===== config.mk =====
export PLATFORM = sky130hd
export DESIGN_NAME = iso_circular_buffer_dma
export DESIGN_NICKNAME = d
export VERILOG_FILES = /design/src/core/iso_ring_pkg.sv /design/src/core/ring_cfg_if.sv /design/src/core/circ_ptr.sv /design/src/core/time_mark_gen.sv /design/src/core/iso_circular_buffer_dma.sv
export SDC_FILE = /design/constraint.sdc
export NUM_CORES = 2
export LEC_CHECK = 0
export ABC_AREA = 1
export BUFFER_PORTS_ARGS = -buffer_cell sky130_fd_sc_hd__buf_2
export CAP_MARGIN = 20
export CORE_MARGIN = 2
export CORE_UTILIZATION = 35
export DETAILED_ROUTE_END_ITERATION = 7
export MAX_ROUTING_LAYER = met4
export PLACE_DENSITY_LB_ADDON = 0.1
export SYNTH_ARGS = -nofsm -noshare
export SYNTH_HDL_FRONTEND = slang
export SYNTH_SLANG_ARGS = --single-unit

===== constraint.sdc =====
create_clock -name clk_i -period 7.5 [get_ports clk_i]
set_input_delay 1.125 -clock clk_i [delete_from_list [all_inputs] [get_ports clk_i]]
set_output_delay 1.125 -clock clk_i [all_outputs]
set_load 0.01 [all_outputs]

===== src/core/iso_ring_pkg.sv =====
package iso_ring_pkg;

	// ----------------------------------------------------------------
	// Widths
	// ----------------------------------------------------------------
	localparam int ADDR_W = 8;
	localparam int SIZE_W = 9;
	localparam int DATA_W = 16;
	localparam int CNT_W  = 7;
	localparam int REG_AW = 4;

	// ----------------------------------------------------------------
	// Register offsets (word index on the register port)
	// ----------------------------------------------------------------
	localparam logic [REG_AW-1:0] CTRL_OFS       = 4'h0;
	localparam logic [REG_AW-1:0] BUF_BASE_OFS   = 4'h1;
	localparam logic [REG_AW-1:0] BUF_SIZE_OFS   = 4'h2;
	localparam logic [REG_AW-1:0] RD_PTR_OFS     = 4'h3;
	localparam logic [REG_AW-1:0] WR_PTR_OFS     = 4'h4;
	localparam logic [REG_AW-1:0] OUT_EVEN_OFS   = 4'h5;
	localparam logic [REG_AW-1:0] OUT_ODD_OFS    = 4'h6;
	localparam logic [REG_AW-1:0] IN_FIRST_OFS   = 4'h7;
	localparam logic [REG_AW-1:0] IN_SECOND_OFS  = 4'h8;
	localparam logic [REG_AW-1:0] LEVEL_OFS      = 4'h9;

	// ----------------------------------------------------------------
	// Field positions and reset values
	// ----------------------------------------------------------------
	localparam int CTRL_EN_BIT     = 0;
	localparam int CTRL_DIR_IN_BIT = 1;
	localparam int CTRL_BPS_LSB    = 2;
	localparam int NR_BIT          = 7;

	localparam logic [ADDR_W-1:0] BASE_RST  = 8'h00;
	localparam logic [SIZE_W-1:0] SIZE_RST  = 9'h100;
	localparam logic [7:0]        INCNT_RST = 8'h80;

	// ----------------------------------------------------------------
	// Timing
	// ----------------------------------------------------------------
	localparam int CLK_MHZ          = 250;
	localparam int USB_MHZ          = 12;
	localparam int MARK_USB_PERIODS = 1511;
	localparam int FRAME_US         = 1000;
	localparam int MARK_CYCLES      = (MARK_USB_PERIODS * CLK_MHZ + USB_MHZ - 1) / USB_MHZ;
	localparam int FRAME_CYCLES     = FRAME_US * CLK_MHZ;
	localparam int TM_CNT_W         = 18;

	// ----------------------------------------------------------------
	// Ring arithmetic
	// ----------------------------------------------------------------
	function automatic logic [ADDR_W-1:0] ring_next(input logic [ADDR_W-1:0] ptr,
		input logic [ADDR_W-1:0] base, input logic [SIZE_W-1:0] size);
		logic [SIZE_W-1:0] last;
		last = SIZE_W'(base) + size - 9'h001;
		ring_next = (ptr == last[ADDR_W-1:0]) ? base : ADDR_W'(ptr + 8'h01);
	endfunction

	function automatic logic [SIZE_W-1:0] ring_fill(input logic [ADDR_W-1:0] wr,
		input logic [ADDR_W-1:0] rd, input logic [SIZE_W-1:0] size);
		ring_fill = (wr >= rd) ? SIZE_W'(wr - rd) : SIZE_W'(SIZE_W'(wr) + size - SIZE_W'(rd));
	endfunction

endpackage


===== src/core/ring_cfg_if.sv =====
`timescale 1ns/10ps
interface ring_cfg_if;
	logic [iso_ring_pkg::ADDR_W-1:0] base;
	logic [iso_ring_pkg::SIZE_W-1:0] size;
	logic                            init;
	modport cfg  (output base, output size, output init);
	modport ring (input base, input size, input init);
endinterface


===== src/core/circ_ptr.sv =====
`timescale 1ns/10ps
module circ_ptr (
	input  wire logic                            clk_i,
	input  wire logic                            rst_n_i,
	ring_cfg_if.ring                             cfg,
	input  wire logic                            adv_i,
	output logic      [iso_ring_pkg::ADDR_W-1:0] ptr_o
);
	logic [iso_ring_pkg::ADDR_W-1:0] ptr_r;

	always_ff @(posedge clk_i) begin
		if (!rst_n_i) begin
			ptr_r <= iso_ring_pkg::BASE_RST;
		end else if (cfg.init) begin
			ptr_r <= cfg.base;
		end else if (adv_i) begin
			ptr_r <= iso_ring_pkg::ring_next(ptr_r, cfg.base, cfg.size);
		end
	end

	assign ptr_o = ptr_r;
endmodule // circ_ptr


===== src/core/time_mark_gen.sv =====
`timescale 1ns/10ps
module time_mark_gen #(
	parameter int FRAME_CYCLES = iso_ring_pkg::FRAME_CYCLES,
	parameter int MARK_CYCLES  = iso_ring_pkg::MARK_CYCLES
) (
	input  wire logic clk_i,
	input  wire logic rst_n_i,
	input  wire logic sof_i,
	output logic      mark_o
);
	localparam int MARK_AT = FRAME_CYCLES - MARK_CYCLES;

	logic [iso_ring_pkg::TM_CNT_W-1:0] cnt_r;
	logic                              mark_r;

	// Cycle count since the last start-of-frame; saturates if frames stop.
	always_ff @(posedge clk_i) begin
		if (!rst_n_i || sof_i) begin
			cnt_r <= '0;
		end else if (cnt_r != '1) begin
			cnt_r <= cnt_r + 18'h0_0001;
		end
	end

	always_ff @(posedge clk_i) begin
		if (!rst_n_i) begin
			mark_r <= 1'b0;
		end else begin
			mark_r <= !sof_i && cnt_r == iso_ring_pkg::TM_CNT_W'(MARK_AT - 1);
		end
	end

	assign mark_o = mark_r;
endmodule // time_mark_gen


===== src/core/iso_circular_buffer_dma.sv =====
`timescale 1ns/10ps
module iso_circular_buffer_dma #(
	parameter int FRAME_CYCLES = iso_ring_pkg::FRAME_CYCLES,
	parameter int MARK_CYCLES  = iso_ring_pkg::MARK_CYCLES
) (
	input  wire logic        clk_i,
	input  wire logic        rst_n_i,
	input  wire logic [3:0]  reg_addr_i,
	input  wire logic [15:0] reg_wdata_i,
	input  wire logic        reg_wr_i,
	input  wire logic        reg_rd_i,
	output logic      [15:0] reg_rdata_o,
	input  wire logic        sof_i,
	input  wire logic        frame_lsb_i,
	input  wire logic        ubm_wr_valid_i,
	input  wire logic [7:0]  ubm_wr_data_i,
	input  wire logic        ubm_pkt_done_i,
	input  wire logic [6:0]  ubm_pkt_samples_i,
	input  wire logic        ubm_in_token_i,
	input  wire logic        ubm_rd_req_i,
	output logic      [7:0]  ubm_rd_data_o,
	output logic             ubm_rd_valid_o,
	output logic             ubm_in_null_o,
	output logic             ubm_in_end_o,
	input  wire logic        cp_frame_start_i,
	input  wire logic        cp_frame_end_i,
	input  wire logic        cp_tx_req_i,
	output logic      [7:0]  cp_tx_data_o,
	output logic             cp_tx_valid_o,
	input  wire logic        cp_rx_valid_i,
	input  wire logic [7:0]  cp_rx_data_i,
	input  wire logic        cp_rx_sample_i,
	output logic             time_mark_o
);
	typedef enum logic [1:0] {O_WAIT_SOF, O_WAIT_FRAME, O_RUN} out_state_t;
	typedef enum logic [1:0] {U_WAIT_FLAG, U_WAIT_SOF, U_ARMED, U_SEND} ubm_state_t;

	localparam int NR = iso_ring_pkg::NR_BIT;

	// ----------------------------------------------------------------
	// Control registers
	// ----------------------------------------------------------------
	logic                            en_r;
	logic                            dir_in_r;
	logic [1:0]                      bps_r;
	logic [iso_ring_pkg::ADDR_W-1:0] base_r;
	logic [iso_ring_pkg::SIZE_W-1:0] size_r;
	logic                            init;
	logic                            out_en;
	logic                            in_en;

	assign init   = reg_wr_i && reg_addr_i == iso_ring_pkg::CTRL_OFS
		&& reg_wdata_i[iso_ring_pkg::CTRL_EN_BIT] && !en_r;
	assign out_en = en_r && !dir_in_r;
	assign in_en  = en_r && dir_in_r;

	always_ff @(posedge clk_i) begin
		if (!rst_n_i) begin
			en_r     <= 1'b0;
			dir_in_r <= 1'b0;
			bps_r    <= 2'h0;
			base_r   <= iso_ring_pkg::BASE_RST;
			size_r   <= iso_ring_pkg::SIZE_RST;
		end else if (reg_wr_i) begin
			unique case (reg_addr_i)
				iso_ring_pkg::CTRL_OFS: begin
					en_r     <= reg_wdata_i[iso_ring_pkg::CTRL_EN_BIT];
					dir_in_r <= reg_wdata_i[iso_ring_pkg::CTRL_DIR_IN_BIT];
					bps_r    <= reg_wdata_i[iso_ring_pkg::CTRL_BPS_LSB +: 2];
				end
				iso_ring_pkg::BUF_BASE_OFS: base_r <= reg_wdata_i[7:0];
				iso_ring_pkg::BUF_SIZE_OFS: size_r <= reg_wdata_i[8:0];
				default: ;
			endcase
		end
	end

	// ----------------------------------------------------------------
	// Ring buffer and pointers
	// ----------------------------------------------------------------
	logic [7:0]                      mem_r [256];
	logic [iso_ring_pkg::ADDR_W-1:0] rd_ptr;
	logic [iso_ring_pkg::ADDR_W-1:0] wr_ptr;
	logic                            wr_adv;
	logic                            rd_adv;
	logic [7:0]                      wr_byte;
	logic                            ptr_diff;
	logic [iso_ring_pkg::SIZE_W-1:0] fill;

	assign wr_adv   = (out_en && ubm_wr_valid_i) || (in_en && cp_rx_valid_i);
	assign wr_byte  = out_en ? ubm_wr_data_i : cp_rx_data_i;
	assign ptr_diff = rd_ptr != wr_ptr;
	assign fill     = iso_ring_pkg::ring_fill(wr_ptr, rd_ptr, size_r);

	ring_cfg_if ring_cfg ();
	assign ring_cfg.base = base_r;
	assign ring_cfg.size = size_r;
	assign ring_cfg.init = init;

	circ_ptr u_rd_ptr (
		.clk_i   (clk_i),
		.rst_n_i (rst_n_i),
		.cfg     (ring_cfg),
		.adv_i   (rd_adv),
		.ptr_o   (rd_ptr)
	);

	circ_ptr u_wr_ptr (
		.clk_i   (clk_i),
		.rst_n_i (rst_n_i),
		.cfg     (ring_cfg),
		.adv_i   (wr_adv),
		.ptr_o   (wr_ptr)
	);

	always_ff @(posedge clk_i) begin
		if (wr_adv && !init) begin
			mem_r[wr_ptr] <= wr_byte;
		end
	end

	// ----------------------------------------------------------------
	// OUT direction: ring to codec port
	// ----------------------------------------------------------------
	out_state_t ost_r;
	logic       out_send;

	assign out_send = ost_r == O_RUN && out_en && cp_tx_req_i && ptr_diff;

	always_ff @(posedge clk_i) begin
		if (!rst_n_i || !out_en) begin
			ost_r <= O_WAIT_SOF;
		end else begin
			unique case (ost_r)
				O_WAIT_SOF: if (sof_i && ptr_diff) begin
					ost_r <= O_WAIT_FRAME;
				end
				O_WAIT_FRAME: if (cp_frame_start_i) begin
					ost_r <= O_RUN;
				end
				O_RUN: if (!ptr_diff) begin
					ost_r <= O_WAIT_SOF;
				end
			endcase
		end
	end

	always_ff @(posedge clk_i) begin
		if (!rst_n_i) begin
			cp_tx_valid_o <= 1'b0;
			cp_tx_data_o  <= 8'h00;
		end else begin
			cp_tx_valid_o <= out_send;
			if (out_send) begin
				cp_tx_data_o <= mem_r[rd_ptr];
			end
		end
	end

	logic [6:0] out_even_r;
	logic [6:0] out_odd_r;

	always_ff @(posedge clk_i) begin
		if (!rst_n_i) begin
			out_even_r <= 7'h00;
			out_odd_r  <= 7'h00;
		end else if (out_en && ubm_pkt_done_i) begin
			if (frame_lsb_i) begin
				out_odd_r <= ubm_pkt_samples_i;
			end else begin
				out_even_r <= ubm_pkt_samples_i;
			end
		end
	end

	// ----------------------------------------------------------------
	// IN direction: codec port to ring, time mark handshake
	// ----------------------------------------------------------------
	logic       mark;
	logic [6:0] samples_r;
	logic       in_frame_r;
	logic       mark_pend_r;
	logic       load;
	logic [6:0] load_cnt;
	logic [7:0] in_first_r;
	logic [7:0] in_second_r;
	logic       both_nr;

	time_mark_gen #(
		.FRAME_CYCLES (FRAME_CYCLES),
		.MARK_CYCLES  (MARK_CYCLES)
	) u_mark (
		.clk_i   (clk_i),
		.rst_n_i (rst_n_i),
		.sof_i   (sof_i),
		.mark_o  (mark)
	);
	assign time_mark_o = mark;

	assign load     = in_en && mark_pend_r && (!in_frame_r || cp_frame_end_i);
	assign load_cnt = samples_r + 7'(cp_rx_sample_i);
	assign both_nr  = in_first_r[NR] && in_second_r[NR];

	always_ff @(posedge clk_i) begin
		if (!rst_n_i || !in_en) begin
			samples_r   <= 7'h00;
			in_frame_r  <= 1'b0;
			mark_pend_r <= 1'b0;
		end else begin
			if (load) begin
				samples_r <= 7'(cp_rx_sample_i);
			end else if (cp_rx_sample_i) begin
				samples_r <= samples_r + 7'h01;
			end
			if (cp_frame_start_i) begin
				in_frame_r <= 1'b1;
			end else if (cp_frame_end_i) begin
				in_frame_r <= 1'b0;
			end
			mark_pend_r <= mark || (mark_pend_r && !load);
		end
	end

	// ----------------------------------------------------------------
	// IN side of the buffer manager
	// ----------------------------------------------------------------
	ubm_state_t ust_r;
	logic       u_first_r;
	logic [8:0] byte_cnt_r;
	logic [8:0] byte_goal_r;
	logic       in_send;
	logic       in_end;

	assign in_send = ust_r == U_SEND && ubm_rd_req_i && byte_cnt_r != byte_goal_r;
	assign in_end  = ust_r == U_SEND && byte_cnt_r == byte_goal_r;
	assign rd_adv  = out_send || in_send;

	// A load from the codec side wins over the buffer manager on the same register.
	always_ff @(posedge clk_i) begin
		if (!rst_n_i || init) begin
			in_first_r  <= iso_ring_pkg::INCNT_RST;
			in_second_r <= iso_ring_pkg::INCNT_RST;
		end else begin
			if (in_end && u_first_r) begin
				in_first_r[NR] <= 1'b1;
			end
			if (in_end && !u_first_r) begin
				in_second_r[NR] <= 1'b1;
			end
			if (load && frame_lsb_i) begin
				in_first_r <= {1'b0, load_cnt};
			end
			if (load && !frame_lsb_i) begin
				in_second_r <= {1'b0, load_cnt};
			end
		end
	end

	always_ff @(posedge clk_i) begin
		if (!rst_n_i || !in_en) begin
			ust_r       <= U_WAIT_FLAG;
			u_first_r   <= 1'b1;
			byte_cnt_r  <= 9'h000;
			byte_goal_r <= 9'h000;
		end else begin
			unique case (ust_r)
				U_WAIT_FLAG: if (!both_nr) begin
					ust_r <= U_WAIT_SOF;
				end
				U_WAIT_SOF: if (sof_i) begin
					ust_r     <= U_ARMED;
					u_first_r <= !in_first_r[NR];
				end
				U_ARMED: if (ubm_in_token_i) begin
					ust_r       <= U_SEND;
					byte_cnt_r  <= 9'h000;
					byte_goal_r <= u_first_r
						? 9'(in_first_r[6:0]) * (9'(bps_r) + 9'h001)
						: 9'(in_second_r[6:0]) * (9'(bps_r) + 9'h001);
				end
				U_SEND: begin
					if (in_end) begin
						ust_r <= U_WAIT_FLAG;
					end else if (in_send) begin
						byte_cnt_r <= byte_cnt_r + 9'h001;
					end
				end
			endcase
		end
	end

	always_ff @(posedge clk_i) begin
		if (!rst_n_i) begin
			ubm_rd_valid_o <= 1'b0;
			ubm_rd_data_o  <= 8'h00;
			ubm_in_null_o  <= 1'b0;
			ubm_in_end_o   <= 1'b0;
		end else begin
			ubm_rd_valid_o <= in_send;
			if (in_send) begin
				ubm_rd_data_o <= mem_r[rd_ptr];
			end
			ubm_in_null_o <= in_en && ubm_in_token_i && both_nr && ust_r != U_SEND;
			ubm_in_end_o  <= in_end;
		end
	end

	// ----------------------------------------------------------------
	// Level count and register reads
	// ----------------------------------------------------------------
	logic [iso_ring_pkg::SIZE_W-1:0] level_r;

	always_ff @(posedge clk_i) begin
		if (!rst_n_i) begin
			level_r <= 9'h000;
		end else if (sof_i) begin
			level_r <= fill;
		end
	end

	always_ff @(posedge clk_i) begin
		if (!rst_n_i || !reg_rd_i) begin
			reg_rdata_o <= 16'h0000;
		end else begin
			unique case (reg_addr_i)
				iso_ring_pkg::CTRL_OFS:      reg_rdata_o <= {12'h000, bps_r, dir_in_r, en_r};
				iso_ring_pkg::BUF_BASE_OFS:  reg_rdata_o <= {8'h00, base_r};
				iso_ring_pkg::BUF_SIZE_OFS:  reg_rdata_o <= {7'h00, size_r};
				iso_ring_pkg::RD_PTR_OFS:    reg_rdata_o <= {8'h00, rd_ptr};
				iso_ring_pkg::WR_PTR_OFS:    reg_rdata_o <= {8'h00, wr_ptr};
				iso_ring_pkg::OUT_EVEN_OFS:  reg_rdata_o <= {9'h000, out_even_r};
				iso_ring_pkg::OUT_ODD_OFS:   reg_rdata_o <= {9'h000, out_odd_r};
				iso_ring_pkg::IN_FIRST_OFS:  reg_rdata_o <= {8'h00, in_first_r};
				iso_ring_pkg::IN_SECOND_OFS: reg_rdata_o <= {8'h00, in_second_r};
				iso_ring_pkg::LEVEL_OFS:     reg_rdata_o <= {7'h00, level_r};
				default:                     reg_rdata_o <= 16'h0000;
			endcase
		end
	end
endmodule // iso_circular_buffer_dma


==> reports/summary.txt <==
Outcome: finished, final reports clean
WHS: 0.4539 ns
Post-synthesis adder-cell area fraction: 1.346%
Max Used Layer: met4
Critical Path Source Type: flop
Via Count: 62330
Initial antenna violation count: 4
Yosys cell types: 49
Worst EP required: 8.28 ns
Via-to-Cell Ratio: 5.163
Die area: 0.2703 mm2
Final Non-Filler Cells: 12070
Area Growth Syn to Fin: 11.91%
Final Max Tran Viols: 0
Kind of critical path: reg -> reg
Hold Crit Start: out_odd_r[6]
1st-iter DRT viols: 5933
Slew margin rel.: 17.77%
DR pass1 iterations: 5
Fin. Hold Viols: 0
Synth cell count leaders: nand2_1, nand3_1, edfxtp_1
Hold Path Class: reg -> reg
Die width: 519.9 um
Synth Cell Area: 0.09315 mm2
Yosys top cell area share: 66.02%
Drt drc: 0
Pwr/cell area: 246.1 mW/mm2
Maxcap violations: 0
Worst-path clk slew: 0.07 ns
Row cnt: 189
I/O Pins: 95
Avg WL per Cell: 23.98 um
Largest net degree at the start of global routing: 200
Critical path peak fanout: 199
Die H: 519.9 um
Xor/xnor share of the synthesized area: 0.5077%
GPL Wtd Cong: 0.8741
CTS Hold Bufs: 0
CP most frequent cell: nand3_1
Slowest stage delay, CP: 0.58 ns
Warnings from Yosys: 0
DP Wirelength: 164200 um
Register area share after synthesis: 69.54%
Combinational family with the most area after synthesis: simple AND/OR/NAND/NOR gates
Leakage: 36.29 nW
Synth area leaders: edfxtp_1, nand3_1, nand2_1, dfxtp_1, buf_2
Async set-reset flop share out of synthesis: 0%
Placed Cells: 11620
Routed WL: 289500 um
Port bufs: 80
Final min period: 4.214 ns
Hold path depth: 2
Worst-case clock skew: 0.03931 ns
Vias in the first global route: 59850
Syn_area_per_cell: 11.08 um2
First-pass GRT wire length: 420700 um
Crit-path slowest cell: buf_12
CP top delay family: simple AND/OR/NAND/NOR gates
Maximum clock frequency: 0.2373 GHz
Cells after Synth: 8411
Bufs and invs on worst path: 2
Post_cts resized: 0
Initial Util: 35.17%
H-tree levels: 4
Worst EP arrival: 5.00 ns
RSZ-0062 raised after global routing: false
Post-synthesis mux area share: 0.01075%
WP depth: 12
M1 wire length: 133400 um
Worst-path cell chain: inv_16 -> buf_12 -> nand2_1 -> nand3_1 -> nand3_1 -> nand3_1 -> nand3_1 -> nand3_1 -> nand3_1 -> nand3_1 -> nand2_1 -> a21oi_1
Yosys reg bits: 2212
Compound-cell area share of the yosys netlist: 1.780%
Clock Sinks: 2212
Met3 wire len: 12940 um
Setup TNS: 0 ns
Layout net count: 8470
R2R cell count: 12
CTS Buf Count: 238
Synth area leader: edfxtp_1
Top_reg_cell synth: edfxtp_1
EDFF count, synth: 2048
Worst-Margin Slew: 1.233 ns
Clk root buf: clkbuf_16
Final ANT Viol Nets: 0
Share of cells above drive strength 1: 6.865%
Remaining Overflow, GRT: 0
Most common cell in the synthesized netlist: nand2_1
CTS tree: done
Tcrit/Tclk final: 56.19%
Crit. End Element: flop
Post-CTS Setup Inserts: 0
Peak VDD IR: 0.0002580 V
WL met2: 135800 um
Core box area: 0.2649 mm2
Setup Viol. Count Final: 0
Clock buffer depth: 3
GRT Util Overall: 21.62%
Post-synthesis simple-gate area fraction: 23.11%
Clock Latency Late Sink: 0.88 ns
-- worst min-delay path, delay by kind of cell (launching register included) --
kind / cells / cell delay [ns]
compound gates: 1 / 0.05
buf+inv: 1 / 0.06
flops: 1 / 0.29
-- cell usage in the layout (no fill, tap or decap), drive strengths merged, types with 5 or more instances in the layout --
master | netlist | routed
nand2 | 2381 | 2381
nand3 | 2128 | 2128
edfxtp | 2048 | 2048
nor2 | 387 | 387
clkbuf | 128 | 308
inv | 250 | 256
buf | 395 | 190
dfxtp | 164 | 164
a21oi | 134 | 134
clkinv | 9 | 131
o21ai | 126 | 126
ha | 65 | 65
xor2 | 40 | 40
nor3 | 26 | 26
fa | 22 | 22
nand4 | 22 | 22
o22ai | 20 | 20
xnor2 | 14 | 14
bufinv | 0 | 14
nor4 | 13 | 13
o211ai | 11 | 11
conb | 1 | 7
o2111ai | 5 | 5
-- kinds of logic (layout without fill, tap and decap cells) --
| family | after synthesis | after routing |
|---|---|---|
| compound gates | 308 | 308 |
| xor+xnor | 54 | 54 |
| fa+ha+maj | 87 | 87 |
| buf+inv | 782 | 901 |
| flops | 2212 | 2212 |
| mux | 1 | 1 |
| other cells | 1 | 9 |
| simple gates | 4966 | 4966 |
-- metal layers --
layer	vias up	global-route usage (%)
li1	29360	-
met1	31170	30.05
met2	1440	33.64
met3	354	2.598
met4	0	5.539
met5	-	-
-- stage by stage --
stage          setup slack [ns]  utilization [%]  instance area (um2)  power, mW
2_1_floorplan             2.466                -                93170      14.25
3_3_place_gp              3.376            36.52                96730      14.57
3_5_place_dp              3.369            36.53                96760      14.58
4_1_cts                   3.361            39.34               104200      25.91
5_1_grt                   3.226            39.36               104200      26.46
6_report                  3.286            39.36               104200      25.66
-- sequential cells by signal, indices dropped and copies added, names as in the netlist, 2 cells and up, named ones only --
| name | count |
|---|---|
| mem_r | 2048 |
| out_odd_r | 7 |
| out_even_r | 7 |
| ost_r | 2 |
| bps_r | 2 |
| byte_goal_r | 9 |
| ring_cfg.size | 9 |
| reg_rdata_o | 9 |
| byte_cnt_r | 9 |
| ubm_rd_data_o | 8 |
| samples_r | 7 |
| cp_tx_data_o | 8 |
| u_rd_ptr.ptr_o | 8 |
| level_r | 9 |
| in_second_r | 8 |
| base_r | 8 |
| ust_r | 2 |
| u_wr_ptr.ptr_o | 8 |
| u_mark.cnt_r | 18 |
| in_first_r | 8 |
-- area by class of cell --
class                           count  area, um2
Timing Repair Buffer              191       1474
Clock buffer                      307       6319
Fill cell                       25680     160600
Tap cell                         3533       4420
Clock inverter                    144       1124
Inverter                          259       1006
Sequential cell                  2212      64800
Antenna cell                        2      5.005
Multi-Input combinational cell   5423      25090
-- where the power goes --
| group | internal [mW] | total (mW) | switching [mW] |
|---|---|---|---|
| clock network | 6.39 | 11.3 | 4.95 |
| registers | 13.5 | 13.5 | 0.0155 |
| logic | 0.160 | 0.800 | 0.640 |
-- worst paths after layout --
check / endpoint / slack [ns]
worst max-delay path: cp_tx_data_o[1] / 3.29
worst min-delay path: out_odd_r[6] / 0.45
worst max register to register: cp_tx_data_o[1] / 3.29
worst min register to register: out_odd_r[6] / 0.45
(Power assumes the default switching activity.)
